**config.mk**
```make
export PLATFORM = sky130hd
export DESIGN_NAME = sspcu_top
export DESIGN_NICKNAME = d
export VERILOG_FILES = /design/src/verilog/sspcu_pkg.sv /design/src/verilog/sspcu_edge.sv /design/src/verilog/sspcu_top.sv
export SDC_FILE = /design/constraint.sdc
export NUM_CORES = 1
export LEC_CHECK = 0
export BUFFER_PORTS_ARGS = -buffer_cell sky130_fd_sc_hd__buf_2
export CAP_MARGIN = 15
export CORE_ASPECT_RATIO = 1.5
export CORE_UTILIZATION = 50
export CTS_CLUSTER_DIAMETER = 50
export CTS_CLUSTER_SIZE = 14
export DETAILED_ROUTE_END_ITERATION = 7
export GPL_ROUTABILITY_DRIVEN = 0
export GPL_TIMING_DRIVEN = 0
export PLACE_DENSITY_LB_ADDON = 0.1
export SLEW_MARGIN = 20
export SYNTH_ARGS = -nofsm -noshare
export SYNTH_HDL_FRONTEND = slang
export SYNTH_SLANG_ARGS = --single-unit
```
**constraint.sdc**
```tcl
create_clock -name clk -period 3.4 [get_ports clk]
set_input_delay 0.34 -clock clk [delete_from_list [all_inputs] [get_ports clk]]
set_output_delay 0.34 -clock clk [all_outputs]
set_load 0.02 [all_outputs]
```
**src/verilog/sspcu_pkg.sv**
```systemverilog
// Constants and types shared by the sector protection command unit.
// Assumes a 20 MHz system clock and an SPI host working in mode 0 or mode 3.

`default_nettype none

package sspcu_pkg;

    // ****************************************************************
    // Command opcodes
    // ****************************************************************
    localparam logic [7:0] SSPCU_OP_WEN       = 8'h06;
    localparam logic [7:0] SSPCU_OP_RDSR      = 8'h05;
    localparam logic [7:0] SSPCU_OP_SCLR      = 8'h30;
    localparam logic [7:0] SSPCU_OP_RESET     = 8'hF0;
    localparam logic [7:0] SSPCU_OP_SUSPEND   = 8'h75;
    localparam logic [7:0] SSPCU_OP_VP_WRITE  = 8'hE1;
    localparam logic [7:0] SSPCU_OP_NV_READ   = 8'hE2;
    localparam logic [7:0] SSPCU_OP_NV_PROG   = 8'hE3;
    localparam logic [7:0] SSPCU_OP_NV_ERASE  = 8'hE4;
    localparam logic [7:0] SSPCU_OP_LOCK_READ = 8'hA7;
    localparam logic [7:0] SSPCU_OP_LOCK_CLR  = 8'hA6;
    localparam logic [7:0] SSPCU_OP_PW_READ   = 8'hE7;
    localparam logic [7:0] SSPCU_OP_PW_PROG   = 8'hE8;
    localparam logic [7:0] SSPCU_OP_PW_UNLOCK = 8'hE9;

    // ****************************************************************
    // Frame lengths in rising clock edges
    // ****************************************************************
    localparam int         SSPCU_OPC_BITS  = 8;
    localparam int         SSPCU_ADDR_BITS = 32;
    localparam logic [6:0] SSPCU_CNT_OPC   = 7'd8;
    localparam logic [6:0] SSPCU_CNT_ADDR  = 7'd40;
    localparam logic [6:0] SSPCU_CNT_ADDRD = 7'd48;
    localparam logic [6:0] SSPCU_CNT_PW    = 7'd72;
    localparam logic [6:0] SSPCU_CNT_MAX   = 7'd127;
    localparam logic [5:0] SSPCU_IDX_BYTE  = 6'd7;
    localparam logic [5:0] SSPCU_IDX_PW    = 6'd63;

    // ****************************************************************
    // Layout and reset values
    // ****************************************************************
    localparam int          SSPCU_SECTOR_LSB = 18;
    localparam int          SSPCU_SR_BSY     = 0;
    localparam int          SSPCU_SR_WEN     = 1;
    localparam int          SSPCU_SR_PERR    = 6;
    localparam logic [7:0]  SSPCU_PROT_ON    = 8'h00;
    localparam logic [7:0]  SSPCU_PROT_OFF   = 8'hFF;
    localparam logic [7:0]  SSPCU_VPB_INIT   = 8'hFF;
    localparam logic [63:0] SSPCU_PW_INIT    = 64'hFFFF_FFFF_FFFF_FFFF;

    // ****************************************************************
    // Timing
    // ****************************************************************
    localparam int SSPCU_CLK_MHZ       = 20;
    localparam int SSPCU_PROG_TIME_US  = 100;
    localparam int SSPCU_ERASE_TIME_US = 1000;

    typedef enum logic [1:0]
    {
        SSPCU_IDLE = 2'b00,
        SSPCU_BUSY = 2'b01,
        SSPCU_HOLD = 2'b11
    } sspcu_st_type;

endpackage

`default_nettype wire

```
**src/verilog/sspcu_edge.sv**
```systemverilog
// Edge detector for the serial clock and chip select of the command unit.
// Assumes the pins are already synchronous to clk and the clock is far faster than sck.

`timescale 1ns/100ps
`default_nettype none

module sspcu_edge
(
    input  wire logic clk,
    input  wire logic sys_rst,
    input  wire logic sck,
    input  wire logic cs_n,
    output logic      sck_rise,
    output logic      sck_fall,
    output logic      cs_rise,
    output logic      cs_fall
);

    typedef struct packed
    {
        logic sck;
        logic cs_n;
    } sspcu_edge_type;

    sspcu_edge_type edge_q;
    sspcu_edge_type edge_d;

    always_comb
    begin
        edge_d      = edge_q;
        edge_d.sck  = sck;
        edge_d.cs_n = cs_n;
    end

    always_ff @(posedge clk)
    begin
        if (sys_rst)
        begin
            edge_q.sck  <= 1'b0;
            edge_q.cs_n <= 1'b1;
        end
        else
        begin
            edge_q <= edge_d;
        end
    end

    // Serial clock edges only count inside a frame
    assign sck_rise = sck & ~edge_q.sck & ~cs_n;
    assign sck_fall = ~sck & edge_q.sck & ~cs_n;
    assign cs_rise  = cs_n & ~edge_q.cs_n;
    assign cs_fall  = ~cs_n & edge_q.cs_n;

endmodule // sspcu_edge

`default_nettype wire

```
**src/verilog/sspcu_top.sv**
```systemverilog
// Sector protection command unit: decodes the protection commands of a serial flash.
// Assumes SPI pins synchronous to clk and an sck of at most a quarter of the clock rate.
//
// Behaviour
// - Volatile protection write is accepted only with the write-enable latch set.
// - Volatile write runs only if chip select rises right after data bit eight.
// - Program starts at chip select rise; busy flag high meanwhile; latch cleared at successful end.
// - Protection writes set error and busy flags like array programs.
// - Non-volatile read returns the sector byte, repeating every eight clocks.
// - Non-volatile program needs write enable and rise right after address.
// - Bulk erase needs write enable, rise after opcode; sets all bits to one.
// - Erase suspend is rejected during bulk erase; busy stays high until done.
// - Lock read repeats every eight clocks and works only when idle.
// - Lock clear needs write enable, rise after opcode; clears lock self-timed.
// - Password read: low byte first, msb first, repeating every 64 clocks.
// - Password read and program are ignored once password mode is chosen.
// - Password program needs write enable, 64 bits, exact rise; fault sets error.
// - Password unlock takes 64 bits and runs only on exact chip select rise.
// - Mismatch sets error and holds busy until status clear or reset.
// - Matching unlock password sets the lock bit.
// - Sample on rising serial clock edges, drive output on falling edges.
// - Software reset clears flags and volatile bits; keeps lock bit, password and non-volatile bits.

`timescale 1ns/100ps
`default_nettype none

module sspcu_top
    import sspcu_pkg::*;
#(
    parameter int NUM_SECTORS  = 256,
    parameter int PROG_CYCLES  = sspcu_pkg::SSPCU_PROG_TIME_US * sspcu_pkg::SSPCU_CLK_MHZ,
    parameter int ERASE_CYCLES = sspcu_pkg::SSPCU_ERASE_TIME_US * sspcu_pkg::SSPCU_CLK_MHZ
)
(
    input  wire logic clk,
    input  wire logic sys_rst,
    input  wire logic sck,
    input  wire logic cs_n,
    input  wire logic si,
    input  wire logic pwd_mode_bit,
    input  wire logic prog_fault,
    output logic      so,
    output logic      so_oe,
    output logic      op_in_progress_flag,
    output logic      write_enable_latch,
    output logic      program_error,
    output logic      prot_lock_bit
);

    import sspcu_pkg::*;

    localparam int SECT_W = (NUM_SECTORS > 1) ? $clog2(NUM_SECTORS) : 1;

    // ****************************************************************
    // State
    // ****************************************************************
    typedef struct packed
    {
        sspcu_st_type st;
        logic         bsy;
        logic         wen;
        logic         perr;
        logic         lock;
        logic         lock_init;
        logic [7:0]   cmd;
        logic [6:0]   cnt;
        logic [63:0]  sr;
        logic [63:0]  tx;
        logic [5:0]   idx;
        logic [5:0]   idx_max;
        logic         rd;
        logic         so;
        logic         so_oe;
        logic [7:0]   op;
        logic [SECT_W-1:0] op_sect;
        logic [7:0]   op_data;
        logic [63:0]  op_pw;
        logic [63:0]  pw;
        logic [31:0]  timer;
    } sspcu_state_type;

    sspcu_state_type q;
    sspcu_state_type d;

    logic [7:0]        vp_mem [NUM_SECTORS];
    logic              nv_mem [NUM_SECTORS];
    logic              vp_we;
    logic              vp_rst_all;
    logic              nv_we;
    logic              nv_set_all;

    logic sck_rise;
    logic sck_fall;
    logic cs_rise;
    logic cs_fall;

    sspcu_edge u_edge
    (
        .clk      (clk),
        .sys_rst  (sys_rst),
        .sck      (sck),
        .cs_n     (cs_n),
        .sck_rise (sck_rise),
        .sck_fall (sck_fall),
        .cs_rise  (cs_rise),
        .cs_fall  (cs_fall)
    );

    // ****************************************************************
    // Helpers
    // ****************************************************************
    // Low byte first on the wire, each byte msb first
    function automatic logic [63:0] byte_swap64(input logic [63:0] v);
        logic [63:0] r;
        r = '0;
        for (int i = 0; i < 8; i++)
        begin
            r[8*i +: 8] = v[8*(7-i) +: 8];
        end
        return r;
    endfunction

    function automatic logic [SECT_W-1:0] addr_to_sect(input logic [31:0] a);
        return a[SSPCU_SECTOR_LSB +: SECT_W];
    endfunction

    function automatic logic [31:0] op_cycles(input logic [7:0] op);
        return (op == SSPCU_OP_NV_ERASE) ? 32'(ERASE_CYCLES) : 32'(PROG_CYCLES);
    endfunction

    function automatic logic [63:0] status_word(input sspcu_state_type s);
        logic [7:0] b;
        b                = '0;
        b[SSPCU_SR_BSY]  = s.bsy;
        b[SSPCU_SR_WEN]  = s.wen;
        b[SSPCU_SR_PERR] = s.perr;
        return {b, 56'h0};
    endfunction

    // ****************************************************************
    // Next state
    // ****************************************************************
    always_comb
    begin
        logic [63:0] rx;
        logic [7:0]  opc;
        logic        idle;
        logic        start;
        logic        fail;
        rx         = {q.sr[62:0], si};
        opc        = {q.cmd[6:0], si};
        idle       = (q.st == SSPCU_IDLE);
        start      = 1'b0;
        fail       = 1'b0;
        d          = q;
        vp_we      = 1'b0;
        vp_rst_all = 1'b0;
        nv_we      = 1'b0;
        nv_set_all = 1'b0;

        // Power-up lock follows the chosen protection mode, one cycle after reset
        if (!q.lock_init)
        begin
            d.lock_init = 1'b1;
            d.lock      = pwd_mode_bit;
        end

        if (cs_fall)
        begin
            d.cnt = '0;
            d.rd  = 1'b0;
        end

        // Serial input, rising edges only
        if (sck_rise)
        begin
            if (q.cnt < SSPCU_CNT_OPC)
            begin
                d.cmd = opc;
            end
            else
            begin
                d.sr = rx;
            end
            if (q.cnt != SSPCU_CNT_MAX)
            begin
                d.cnt = q.cnt + 7'd1;
            end
            if (q.cnt == SSPCU_CNT_OPC - 7'd1)
            begin
                d.idx = '0;
                unique case (opc)
                    SSPCU_OP_RDSR:
                    begin
                        d.rd      = 1'b1;
                        d.tx      = status_word(q);
                        d.idx_max = SSPCU_IDX_BYTE;
                    end
                    SSPCU_OP_LOCK_READ:
                    begin
                        d.rd      = idle;
                        d.tx      = {7'h00, q.lock, 56'h0};
                        d.idx_max = SSPCU_IDX_BYTE;
                    end
                    SSPCU_OP_PW_READ:
                    begin
                        d.rd      = idle & pwd_mode_bit;
                        d.tx      = byte_swap64(q.pw);
                        d.idx_max = SSPCU_IDX_PW;
                    end
                    default:
                    begin
                        d.rd = 1'b0;
                    end
                endcase
            end
            if ((q.cnt == SSPCU_CNT_ADDR - 7'd1) && (q.cmd == SSPCU_OP_NV_READ) && idle)
            begin
                d.rd      = 1'b1;
                d.idx     = '0;
                d.tx      = {nv_mem[addr_to_sect(rx[31:0])] ? SSPCU_PROT_OFF : SSPCU_PROT_ON,
                             56'h0};
                d.idx_max = SSPCU_IDX_BYTE;
            end
        end

        // Serial output, falling edges only; the address never advances
        if (sck_fall && q.rd)
        begin
            d.so    = q.tx[63 - q.idx];
            d.so_oe = 1'b1;
            if (q.idx == q.idx_max)
            begin
                d.idx = '0;
                if (q.cmd == SSPCU_OP_RDSR)
                begin
                    d.tx = status_word(q);
                end
            end
            else
            begin
                d.idx = q.idx + 6'd1;
            end
        end

        // Self-timed operation
        if (q.st == SSPCU_BUSY)
        begin
            d.timer = q.timer - 32'd1;
            if (q.timer <= 32'd1)
            begin
                // Lock clear leaves the non-volatile bits frozen
                fail = prog_fault | ((q.op == SSPCU_OP_NV_PROG || q.op == SSPCU_OP_NV_ERASE)
                       && !q.lock);
                if (q.op == SSPCU_OP_PW_UNLOCK)
                begin
                    if (q.op_pw == q.pw)
                    begin
                        d.lock = 1'b1;
                        d.st   = SSPCU_IDLE;
                        d.bsy  = 1'b0;
                    end
                    else
                    begin
                        d.perr = 1'b1;
                        d.st   = SSPCU_HOLD;
                    end
                end
                else if (fail)
                begin
                    // Error parks busy high, as an array program does
                    d.perr = 1'b1;
                    d.st   = SSPCU_HOLD;
                end
                else
                begin
                    d.st  = SSPCU_IDLE;
                    d.bsy = 1'b0;
                    d.wen = 1'b0;
                    unique case (q.op)
                        SSPCU_OP_VP_WRITE:  vp_we      = 1'b1;
                        SSPCU_OP_NV_PROG:   nv_we      = 1'b1;
                        SSPCU_OP_NV_ERASE:  nv_set_all = 1'b1;
                        SSPCU_OP_LOCK_CLR:  d.lock     = 1'b0;
                        SSPCU_OP_PW_PROG:   d.pw       = q.op_pw;
                        default:            d.pw       = q.pw;
                    endcase
                end
            end
        end

        // Frame end decides whether the command executes
        if (cs_rise)
        begin
            d.rd    = 1'b0;
            d.so_oe = 1'b0;
            unique case (q.cmd)
                SSPCU_OP_WEN:
                begin
                    if (idle && q.cnt == SSPCU_CNT_OPC)
                    begin
                        d.wen = 1'b1;
                    end
                end
                SSPCU_OP_SCLR:
                begin
                    if (q.cnt == SSPCU_CNT_OPC && q.st != SSPCU_BUSY)
                    begin
                        d.perr = 1'b0;
                        d.st   = SSPCU_IDLE;
                        d.bsy  = 1'b0;
                    end
                end
                SSPCU_OP_RESET:
                begin
                    if (q.cnt == SSPCU_CNT_OPC)
                    begin
                        d.perr     = 1'b0;
                        d.wen      = 1'b0;
                        d.bsy      = 1'b0;
                        d.st       = SSPCU_IDLE;
                        d.timer    = '0;
                        vp_rst_all = 1'b1;
                    end
                end
                SSPCU_OP_SUSPEND:
                begin
                    // No suspend here; busy keeps running to the end
                    d.st = q.st;
                end
                SSPCU_OP_VP_WRITE:  start = q.wen && q.cnt == SSPCU_CNT_ADDRD;
                SSPCU_OP_NV_PROG:   start = q.wen && q.cnt == SSPCU_CNT_ADDR;
                SSPCU_OP_NV_ERASE:  start = q.wen && q.cnt == SSPCU_CNT_OPC;
                SSPCU_OP_LOCK_CLR:  start = q.wen && q.cnt == SSPCU_CNT_OPC;
                SSPCU_OP_PW_PROG:
                begin
                    start = q.wen && pwd_mode_bit && q.cnt == SSPCU_CNT_PW;
                end
                SSPCU_OP_PW_UNLOCK: start = q.cnt == SSPCU_CNT_PW;
                default:            start = 1'b0;
            endcase
            // Guarded commands without the latch fall through here untouched
            if (start && idle)
            begin
                d.st      = SSPCU_BUSY;
                d.bsy     = 1'b1;
                d.op      = q.cmd;
                d.op_data = q.sr[7:0];
                d.op_sect = (q.cmd == SSPCU_OP_VP_WRITE) ? addr_to_sect(q.sr[39:8])
                                                         : addr_to_sect(q.sr[31:0]);
                d.op_pw   = byte_swap64(q.sr);
                d.timer   = op_cycles(q.cmd);
            end
        end
    end

    // ****************************************************************
    // Registers
    // ****************************************************************
    always_ff @(posedge clk)
    begin
        if (sys_rst)
        begin
            q           <= '0;
            q.st        <= SSPCU_IDLE;
            q.pw        <= SSPCU_PW_INIT;
            q.idx_max   <= SSPCU_IDX_BYTE;
        end
        else
        begin
            q <= d;
        end
    end

    // Non-volatile bits are only set to one by a hardware reset or a bulk erase, never by a software reset
    always_ff @(posedge clk)
    begin
        for (int i = 0; i < NUM_SECTORS; i++)
        begin
            if (sys_rst || vp_rst_all)
            begin
                vp_mem[i] <= SSPCU_VPB_INIT;
            end
            else if (vp_we && q.op_sect == SECT_W'(i))
            begin
                vp_mem[i] <= q.op_data;
            end
            if (sys_rst || nv_set_all)
            begin
                nv_mem[i] <= 1'b1;
            end
            else if (nv_we && q.op_sect == SECT_W'(i))
            begin
                nv_mem[i] <= 1'b0;
            end
        end
    end

    assign so                  = q.so;
    assign so_oe               = q.so_oe;
    assign op_in_progress_flag = q.bsy;
    assign write_enable_latch  = q.wen;
    assign program_error       = q.perr;
    assign prot_lock_bit       = q.lock;

endmodule // sspcu_top

`default_nettype wire
```
Yosys cells after proc, flatten, opt, wreduce, memory -nomap -nowiden

Memory sizes are Yosys's and may differ from the RTL's. A register that Yosys moved wholly into a read port is not among the register bits.
Cells that the tools add are included.

Register bits after elaboration: 343
RAM bits: 256
Bits of input ports: 7
Output and inout bits: 6
Logic and storage cells: 1963
Memories kept: 1

Memory list:

| memory | words | bits a word | rd ports | clocked after memory_dff | wr ports | RTL line        | RTL |
|---|---|---|---|---|---|---|---|
| nv_mem | 256   | 1           | 1        | 1                        | 256      | sspcu_top.sv:86 | `logic nv_mem [NUM_SECTORS];` |

Add/subtract/negate cells: 4
$lt $le $gt $ge: 3
Equality and inequality tests: 287
Muxes and demuxes: 1089
Bitwise gates (word level): 271
Reduce and logical (&&, ||, !) cells: 286

Operators with widths:

| kind                                                             | count |
|---|---|
| equality test 8 bit (second input constant)                      | 143 |
| two-way mux 1 bit                                                | 1048 |
| equality test 8 x 7 -> 1 bit (second input constant)             | 65 |
| logical AND 1 bit                                                | 268 |
| equality test 8 x 6 -> 1 bit (second input constant)             | 33 |
| OR 1 bit                                                         | 257 |
| two-way mux 64 bit                                               | 3 |
| case mux 64 bit (3 select lines)                                 | 1 |
| two-way mux 32 bit                                               | 5 |
| two-way mux 77 bit                                               | 2 |
| two-way mux 148 bit                                              | 1 |
| equality test 8 x 5 -> 1 bit (second input constant)             | 16 |
| two-way mux 70 bit                                               | 1 |
| equality test 64 bit                                             | 1 |
| equality test 8 x 4 -> 1 bit (second input constant)             | 8 |
| equality test 8 x 3 -> 1 bit (second input constant)             | 7 |
| less-or-equal comparator 32 x 1 -> 1 bit (second input constant) | 1 |
| < comparator 32 x 7 -> 1 bit (second input constant)             | 1 |
| two-way mux 8 bit                                                | 4 |
| subtractor 32 x 1 -> 32 bit (second input constant)              | 1 |
| equality test 7 x 6 -> 1 bit (second input constant)             | 3 |
| two-way mux 6 bit                                                | 3 |
| equality test 8 x 2 -> 1 bit (second input constant)             | 2 |
| two-way mux 15 bit                                               | 1 |
| other kinds (35)                                                 | 65 |

Longest topological paths before layout

Gate-level depths: netlist (run 1).

Word-level depth: 13
Gate-level depth with buffers: 12
Gate-level depth less buffers: 9

Hierarchy

From an unflattened synthesis (run 1), not the netlist that was laid out.

Cell total of the unflattened synthesis: 2943
Area, all modules: 28180.8 µm²

By module, submodules not included:

| module     | times used | cells each | area each (µm²) | sequential area each (µm²) |
|---|---|---|---|---|
| sspcu_top  | 1          | 2935       | 28100.7         | 14584.0 |
| sspcu_edge | 1          | 8          | 80.1            | 40.0 |

Worst setup path before layout (run 1)

Ideal clock, no wire load.

Path type: register to register
Start: register q[13] (netlist bit)
End: memory nv_mem[16], data pin
Setup time: 269 ps
Arrival: 2650 ps
Data required time: 3131 ps
Path slack: 481 ps
Stages on the path, launching flop included: 10
Buffers on the path: 2
Clock period less this slack: 2919 ps
Cells stage by stage: dfxtp_1 -> or4_4 -> nor4_4 -> nand4_2 -> nor4_4 -> or3b_1 -> buf_2 -> nor4_4 -> buf_4 -> nand2_1

RTL lines:

| element            | RTL line        | RTL |
|---|---|---|
| start: declaration | sspcu_top.sv:82 | `sspcu_state_type q;` |
| end: declaration   | sspcu_top.sv:86 |  |

==> reports/results.tsv, run 1 <==
stage	metric	value	unit
pwr	Final Power	14.0	mW
die	Initial Utilization	50.8	%
yosys	Synth Register Bits	603	
sta	headroom to the max-slew limit	18.1	%
setup_path	Worst Setup Path Type	reg2reg	
drt	drt first pass iters	8	
yosys	Syn Inst Count	2885	
yosys	Main synth FF type	dfxtp_1	
grt	grt ovf	0	
clock_tree	clk root buf	clkbuf_16	
setup_path	worst-path cell chain	clkbuf_1, clkbuf_2, mux4_2, mux4_2, mux2i_1, nand3_1, nand4_1, o22a_2, o21ai_0	
layout	layout cells sized above 1	9.94	%
yosys	Yosys warnings	0	
yosys	syn_nets	2897	
yosys	Post-synth EDFFs	255	
setup_path	CP endpoint kind	flop	
placed_design	pre-CTS WS	-1.44	ns
job	max_cap viols	0	
yosys	Synth Area per Inst	9.65	µm²
layout	Final nets	2981	
yosys	count of different cell masters after synthesis	67	
grt	maximum number of pins on one net before global-route repair	16	
pwr	Max VDD drop	0.605	mV
setup_path	Crit-path slowest cell	mux4_2	
sta	WHS	0.0444	ns
yosys	synthesized area	0.0278	mm²
setup_path	Most common cell on crit path	mux4_2	
layout	n_diodes	0	
placed_design	placed cells	3595	
clock_tree	CTS tree	built	
placed_design	Final HPWL DP	68500	µm
yosys	sequential share of the synthesized area	52.5	%
layout	Area Overhead vs Synth	10.9	%
pwr	Pwr Density	452	mW/mm²
clock_tree	later-pin clock latency in the skew report	0.63	ns
die	Row Count	105	
setup_path	worst path arrival time	3.95	ns
placed_design	Placed Area	0.0288	mm²
placed_design	PortBufs	12	
layout	post-route insts no fill	3692	
die	CORE AREA	0.0548	mm²
layout	fin area	0.0309	mm²
drt	DR vias	23200	
setup_path	worst-path fanout max	10	
worst_hold_path	worst min-delay path category	in2reg	
sta	Slew Limit Fails	0	
sta	Clock Skews	0.0253	ns
sta	Period Utilization, post-route	102	%
setup_path	WP data required	3.89	ns
die	Die Span X	195	µm
die	Die H	291	µm
drt	drt drc	0	
yosys	FFs w/ async S/R, synth	0	%
clock_tree	htree depth	2	
sta	final hold violations	0	
grt	first-pass GRT wire length	142000	µm
sta	worst setup margin	-0.0582	ns
setup_path	critical path launch point type	flop	
outcome	failing checks	negative setup slack	
outcome	outcome	finished, violations left	
drt	Routed WL per cell	26.0	µm
layout	# fillers	4847	
layout	Core Util, Final	56.4	%
setup_path	Worst path max stage delay	0.54	ns
pwr	Pleak	9.41	nW
grt	vias in the first global route	23000	
die	I/O Pins	13	
drt	DR iter-0 viols	2293	
sta	Least-Margin Pin Slew	1.23	ns
sta	Total Neg Setup Slack	-0.251	ns
die	full die area	0.0566	mm²
drt	Routed WL	96200	µm
sta	Final min period	3.46	ns
drt	Routed Antenna Nets	0	
clock_tree	clock slew at reported path FFs	0.07	ns
clock_tree	TritonCTS Buffers	52	
sta	unrepaired setup endpoints after global routing	true	
drt	vias per cell	6.29	
sta	final setup fails	8	
sta	Highest Clock Rate	289	MHz
clock_tree	Clock Path Buffers	3	
grt	initial antenna violation count	2	
grt	total global-route track usage	33.7	%
clock_tree	Sink Count	603	
[Yosys cell counts (all sizes together) (3+ instances only)]
cell | number | area share [%]
nand2 | 651 | 8.8
dfxtp | 348 | 25
o21ai | 276 | 5.0
edfxtp | 255 | 28
clkbuf | 188 | 2.5
nor2 | 178 | 2.4
a21oi | 169 | 3.0
nand3 | 115 | 2.1
mux2i | 112 | 4.0
a22oi | 83 | 2.2
mux4 | 72 | 5.8
xor2 | 67 | 2.1
buf | 49 | 0.84
nor4 | 48 | 1.3
xnor2 | 30 | 0.94
nor3 | 29 | 0.56
nand4 | 24 | 0.56
nor2b | 20 | 0.45
nand2b | 18 | 0.49
or3 | 14 | 0.31
and3 | 11 | 0.25
mux2 | 11 | 0.45
inv | 10 | 0.13
nand3b | 10 | 0.27
a211oi | 7 | 0.19
o21bai | 7 | 0.19
or4 | 7 | 0.20
a22o | 6 | 0.19
nor3b | 6 | 0.16
and2 | 5 | 0.11
ha | 5 | 0.22
nand4b | 5 | 0.16
and4 | 4 | 0.13
or3b | 4 | 0.13
a2111oi | 3 | 0.094
a21o | 3 | 0.081
a31o | 3 | 0.094
nor4b | 3 | 0.094
o221ai | 3 | 0.094
or2 | 3 | 0.067
[critical path, delay by kind of cell, from the launching register on]
kind                   cells  cell delay (ns)
AO/OA/AOI/OAI              2             0.46
multiplexers               3             1.29
flip-flops                 1             0.31
AND/OR/NAND/NOR            2             0.26
buffers and inverters      2             1.00
[flip-flops by register name (all words and copies together), names as in the netlist, named ones only]
signal and count:
write_enable_latch 1, nv_mem 256, so_oe 1, so 1, u_edge.edge_q 2, program_error 1
q 331, op_in_progress_flag 1, prot_lock_bit 1
[where the power goes]
group / total [mW] / internal, mW / leakage, nW / switching, mW
Combinational: 0.391 / 0.116 / 3.35 / 0.275
Clock: 5.85 / 3.13 / 0.765 / 2.72
Sequential: 7.71 / 7.67 / 5.30 / 0.0467
Total: 14.0 / 10.9 / 9.41 / 3.04
[area by class of cell]
cell class | instances | area (µm²) | share of cell area [%]
Buffer | 234 | 1080 | 3.51
Clock buffer | 73 | 1460 | 4.74
Clock inverter | 9 | 106 | 0.344
Inverter | 10 | 37.5 | 0.122
Multi-Input combinational cell | 2035 | 12500 | 40.3
Sequential cell | 603 | 14600 | 47.4
Tap cell | 695 | 870 | 2.82
Timing Repair Buffer | 33 | 238 | 0.770
[timing repair]
| item | CTS | global route |
|---|---|---|
| endpoints found under the hold margin | 2 | 0 |
| pin swaps | 12 | 5 |
| setup buffers | 14 | 2 |
| endpoints found under the setup margin | 585 | 498 |
| gates resized for setup | 91 | 45 |
| hold buffers | 2 | 0 |
[final timing paths]
kind / startpoint / end / slack, ns / cells past startpoint
setup / recovery: flop / q[262] / -0.06 / 9
hold / removal: si / q[263] / 0.04 / 3
setup reg to reg: flop / q[262] / -0.06 / 9
hold reg to reg: q[325] / q[326] / 0.46 / 2
[per-layer routing]
layer	part of all wire (%)	GRT usage, %	wire [µm]	vias to the layer above
met5	0.028	0	27	-
met4	8.3	24.1	7950	4
met3	7.3	5.71	7010	427
met2	51	60.5	48600	1180
met1	34	35.5	32600	11200
li1	-	-	-	10400
[cell usage in the layout (no fill, tap or decap), types with 54 or more instances in the layout]
cell,instances
clkbuf_1,181
o21ai_0,251
clkbuf_16,54
a22oi_1,83
nor2_1,166
mux4_2,72
dfxtp_1,348
a21oi_1,168
xor2_1,67
edfxtp_1,255
nand2_1,650
nand3_1,114
mux2i_1,112
[cells by family (layout without fill, tap and decap cells)]
| group | Yosys count | count (layout) | synth area share [%] |
|---|---|---|---|
| xor gates and xnor gates | 97 | 97 | 3.05 |
| AOI/OAI and AO/OA | 577 | 577 | 11.7 |
| buffers and inverters | 247 | 359 | 3.51 |
| and+or+nand+nor | 1161 | 1161 | 18.7 |
| DFF | 603 | 603 | 52.5 |
| muxes | 195 | 195 | 10.3 |
| adders and majority gates | 5 | 5 | 0.225 |
Note: power is estimated with default switching activity, not from simulation.
==> run 2: changes to the inputs <==
PLACE_DENSITY = 0.65   (was default)
PLACE_DENSITY_LB_ADDON = default   (was 0.1)
SYNTH_HIERARCHICAL = 1   (was default)
==> reports/results.tsv, run 2 <==
stage	metric	value	unit	change
outcome	outcome	finished, violations left		
outcome	failing checks	design-rule violations, negative setup slack		
yosys	syn_nets	2955		+2.0%
job	max_cap viols	0		unchanged
die	Initial Utilization	50.6	%	-0.21 points
setup_path	worst-path fanout max	10		unchanged
layout	layout cells sized above 1	12.3	%	+2.3 points
grt	initial antenna violation count	0		-2
setup_path	CP endpoint kind	flop		
drt	vias per cell	6.40		+1.7%
pwr	Int Pwr	10.9	mW	-0.41%
yosys	Yosys warnings	6		+6
layout	commonest non-fill, non-tap cells in the layout	469 x nand2_1, 347 x dfxtp_1, 271 x nand3_1, 255 x edfxtp_1, 224 x nor2_1		
grt	vias in the first global route	23600		+2.7%
yosys	Yosys top cell area share	27.2	%	-0.34 points
pwr	Pwr Density	441	mW/mm²	-2.4%
layout	post-route insts no fill	3771		+2.1%
sta	Highest Clock Rate	293	MHz	+1.4%
yosys	main area contributors after synthesis	edfxtp_1 27%, dfxtp_1 25%, nand2_1 6.3%, mux4_2 6.0%, o21ai_0 4.9%		
clock_tree	htree depth	2		unchanged
setup_path	worst path arrival time	3.97	ns	+0.02 ns
clock_tree	Sink Count	603		unchanged
setup_path	crit-path leading delay family	buffers and inverters		
die	I/O Pins	13		unchanged
layout	Largest regs	q (331), nv_mem (256), u_edge/edge_q (2)		
layout	n_diodes	0		unchanged
layout	Core Util, Final	57.0	%	+0.61 points
drt	Routed WL per cell	24.8	µm	-4.8%
drt	DR iter-0 viols	2757		+20%
pwr	switching part of the total power	22.4	%	+0.56 points
yosys	Synth Area per Inst	9.58	µm²	-0.74%
drt	Routed Antenna Nets	0		unchanged
drt	drt drc	3		+3
clock_tree	clk root buf	clkbuf_16		
die	Die Span X	196	µm	+0.62%
clock_tree	CTS tree	built		
setup_path	CP Buf/Inv Count	3		+1
setup_path	critical path launch point type	flop		
setup_path	Most common cell on crit path	buf_2		
sta	headroom to the max-slew limit	20.0	%	+1.9 points
yosys	count leader, synth	nand2_1		
clock_tree	TritonCTS Buffers	52		unchanged
sta	Final min period	3.41	ns	-0.0462 ns
sta	unrepaired setup endpoints after global routing	true		
drt	drt first pass iters	8		unchanged
pwr	Reg power frac	55.2	%	about the same
clock_tree	later-pin clock latency in the skew report	0.64	ns	about the same
sta	worst setup margin	-0.0120	ns	+0.0462 ns
sta	final setup fails	3		-5
setup_path	WP data required	3.96	ns	+0.07 ns
pwr	Clk pwr share	41.4	%	-0.5 points
pwr	Psw	3.13	mW	+2.9%
grt	first-pass GRT wire length	141000	µm	-0.91%
die	Die H	293	µm	+0.62%
layout	fin area	0.0317	mm²	+2.8%
layout	Final nets	3053		+2.4%
die	full die area	0.0573	mm²	+1.2%
placed_design	placed cells	3659		+1.8%
setup_path	Crit-path slowest cell	dfxtp_1		
die	CORE AREA	0.0557	mm²	+1.7%
clock_tree	clock slew at reported path FFs	0.07	ns	about the same
clock_tree	Clock Path Buffers	3		unchanged
placed_design	Final HPWL DP	65300	µm	-4.7%
yosys	Post-synth EDFFs	255		unchanged
yosys	Main synth FF type	dfxtp_1		
grt	grt ovf	0		unchanged
yosys	FFs w/ async S/R, synth	0	%	unchanged
placed_design	pre-CTS WS	-1.08	ns	+0.367 ns
yosys	Syn Inst Count	2943		+2.0%
sta	Slew Limit Fails	0		unchanged
placed_design	PortBufs	12		unchanged
layout	Area Overhead vs Synth	12.6	%	
pwr	Pleak	10.0	nW	+6.7%
pwr	Gate power share	3.4	%	+0.6 points
drt	Routed WL	93500	µm	-2.8%
layout	commonest non-fill, non-tap cell in the layout	nand2_1		
yosys	synthesized area	0.0282	mm²	+1.3%
yosys	count of different cell masters after synthesis	75		+12%
grt	total global-route track usage	32.3	%	-1.4 points
yosys	sequential share of the synthesized area	51.9	%	-0.65 points
setup_path	Worst path max stage delay	0.60	ns	+0.06 ns
sta	final hold violations	0		unchanged
pwr	Max VDD drop	0.382	mV	-37%
layout	Reg with most FFs	q		
grt	maximum number of pins on one net before global-route repair	20		+4
setup_path	worst-path cell chain	buf_2, buf_2, mux4_2, a31oi_1, a2111oi_2, o31ai_1, nor4bb_4, buf_4, o21bai_1		
yosys	cell taking the most area after synthesis	edfxtp_1		
die	Row Count	106		+0.95%
pwr	Final Power	14.0	mW	+0.31%
sta	Clock Skews	0.0318	ns	+0.00650 ns
drt	DR vias	24100		+3.9%
sta	Period Utilization, post-route	100	%	-1.4 points
yosys	top cells by count, synth	470 x nand2_1, 348 x dfxtp_1, 275 x o21ai_0, 274 x nand3_1, 255 x edfxtp_1		
yosys	Synth Register Bits	603		unchanged
placed_design	Placed Area	0.0292	mm²	+1.1%
layout	max FFs per register	331		unchanged
setup_path	r2r setup slk	-0.01	ns	+0.05 ns
worst_hold_path	worst min-delay path category	in2reg		
sta	Least-Margin Pin Slew	1.20	ns	-0.0280 ns
setup_path	Worst Setup Path Type	reg2reg		
layout	# fillers	4867		+0.41%
## run 2: cell types whose count changed after synthesis, moves of 8 or more
cell / delta
a21oi_1: +14
nor2b_1: +18
nor2_1: +50
a22oi_1: -10
buf_2: +14
inv_1: +13
mux2i_1: -18
nor4_1: -9
nand2_1: -181
xor2_1: -15
o211ai_1: +8
nand3_1: +159
## run 2: what timing repair did
| action | 4_1_cts | 5_1_grt |
|---|---|---|
| endpoints found under the hold margin | 3 | 0 |
| cloned | 0 | 4 |
| buffers inserted | 14 | 15 |
| pin swaps | 11 | 1 |
| hold buffers | 4 | 0 |
| gates resized for setup | 155 | 230 |
| endpoints found under the setup margin | 652 | 556 |
## run 2: cell type report
cell class,instances,area [µm²],share of cell area (%)
multi-input combinational,2063,12700,39.9
timing repair buffer,51,478,1.51
inverter,24,93.8,0.296
clock inverter,14,171,0.540
sequential,603,14600,46.1
buffer,246,1460,4.59
tap,702,878,2.77
clock buffer,68,1380,4.36
## run 2: worst min-delay path, cell delays in order
cell,delay [ns]
buf_2,0.10
nor3b_1,0.11
a21oi_1,0.14
nor3_1,0.05
## run 2: layer usage
layer / part of all wire, % / GRT usage, % / vias up
met1: 35 / 37.7 / 11600
met2: 49 / 54.6 / 1384
li1: - / - / 10800
met3: 8.7 / 5.86 / 391
met5: 0 / 0 / -
met4: 7.2 / 20.3 / 0
## run 2: per-stage QoR
stage	TNS (ns)	hold slack, ns
after floorplan	0	0.412
after global placement	-394.21	0.448
after detailed placement	-390.06	0.459
after CTS	0	0.151
after global routing	-0.341	0.177
final	-0.0170	0.167
## run 2: path summary, 6_finish.rpt
check	from	end	cells past startpoint
worst max-delay path	flop	q[262]	9
worst min-delay path	sck	so_oe	4
worst max register to register	flop	q[262]	9
worst min register to register	q[326]	q[326]	2
## run 2: power by group through the flow
stage          combinational (mW)  clock [mW]  sequential, mW
6_report                    0.478        5.79            7.73
2_1_floorplan               0.286           0            7.87
3_5_place_dp                0.424           0            7.89
3_3_place_gp                0.410           0            7.88
5_1_grt                     0.509        6.08            7.74
4_1_cts                     0.444        5.83            7.73
## run 2: cells by family (layout without fill, tap and decap cells)
| group | count (synthesis) | in the layout | synth area share (%) |
|---|---|---|---|
| buffers and inverters | 277 | 403 | 4.07 |
| XOR/XNOR | 80 | 80 | 2.49 |
| flip-flops | 603 | 603 | 51.9 |
| AND/OR/NAND/NOR | 1196 | 1196 | 19.5 |
| adder cells (fa/ha/maj) | 5 | 5 | 0.222 |
| multiplexers | 176 | 176 | 9.61 |
| AO/OA/AOI/OAI | 606 | 606 | 12.2 |
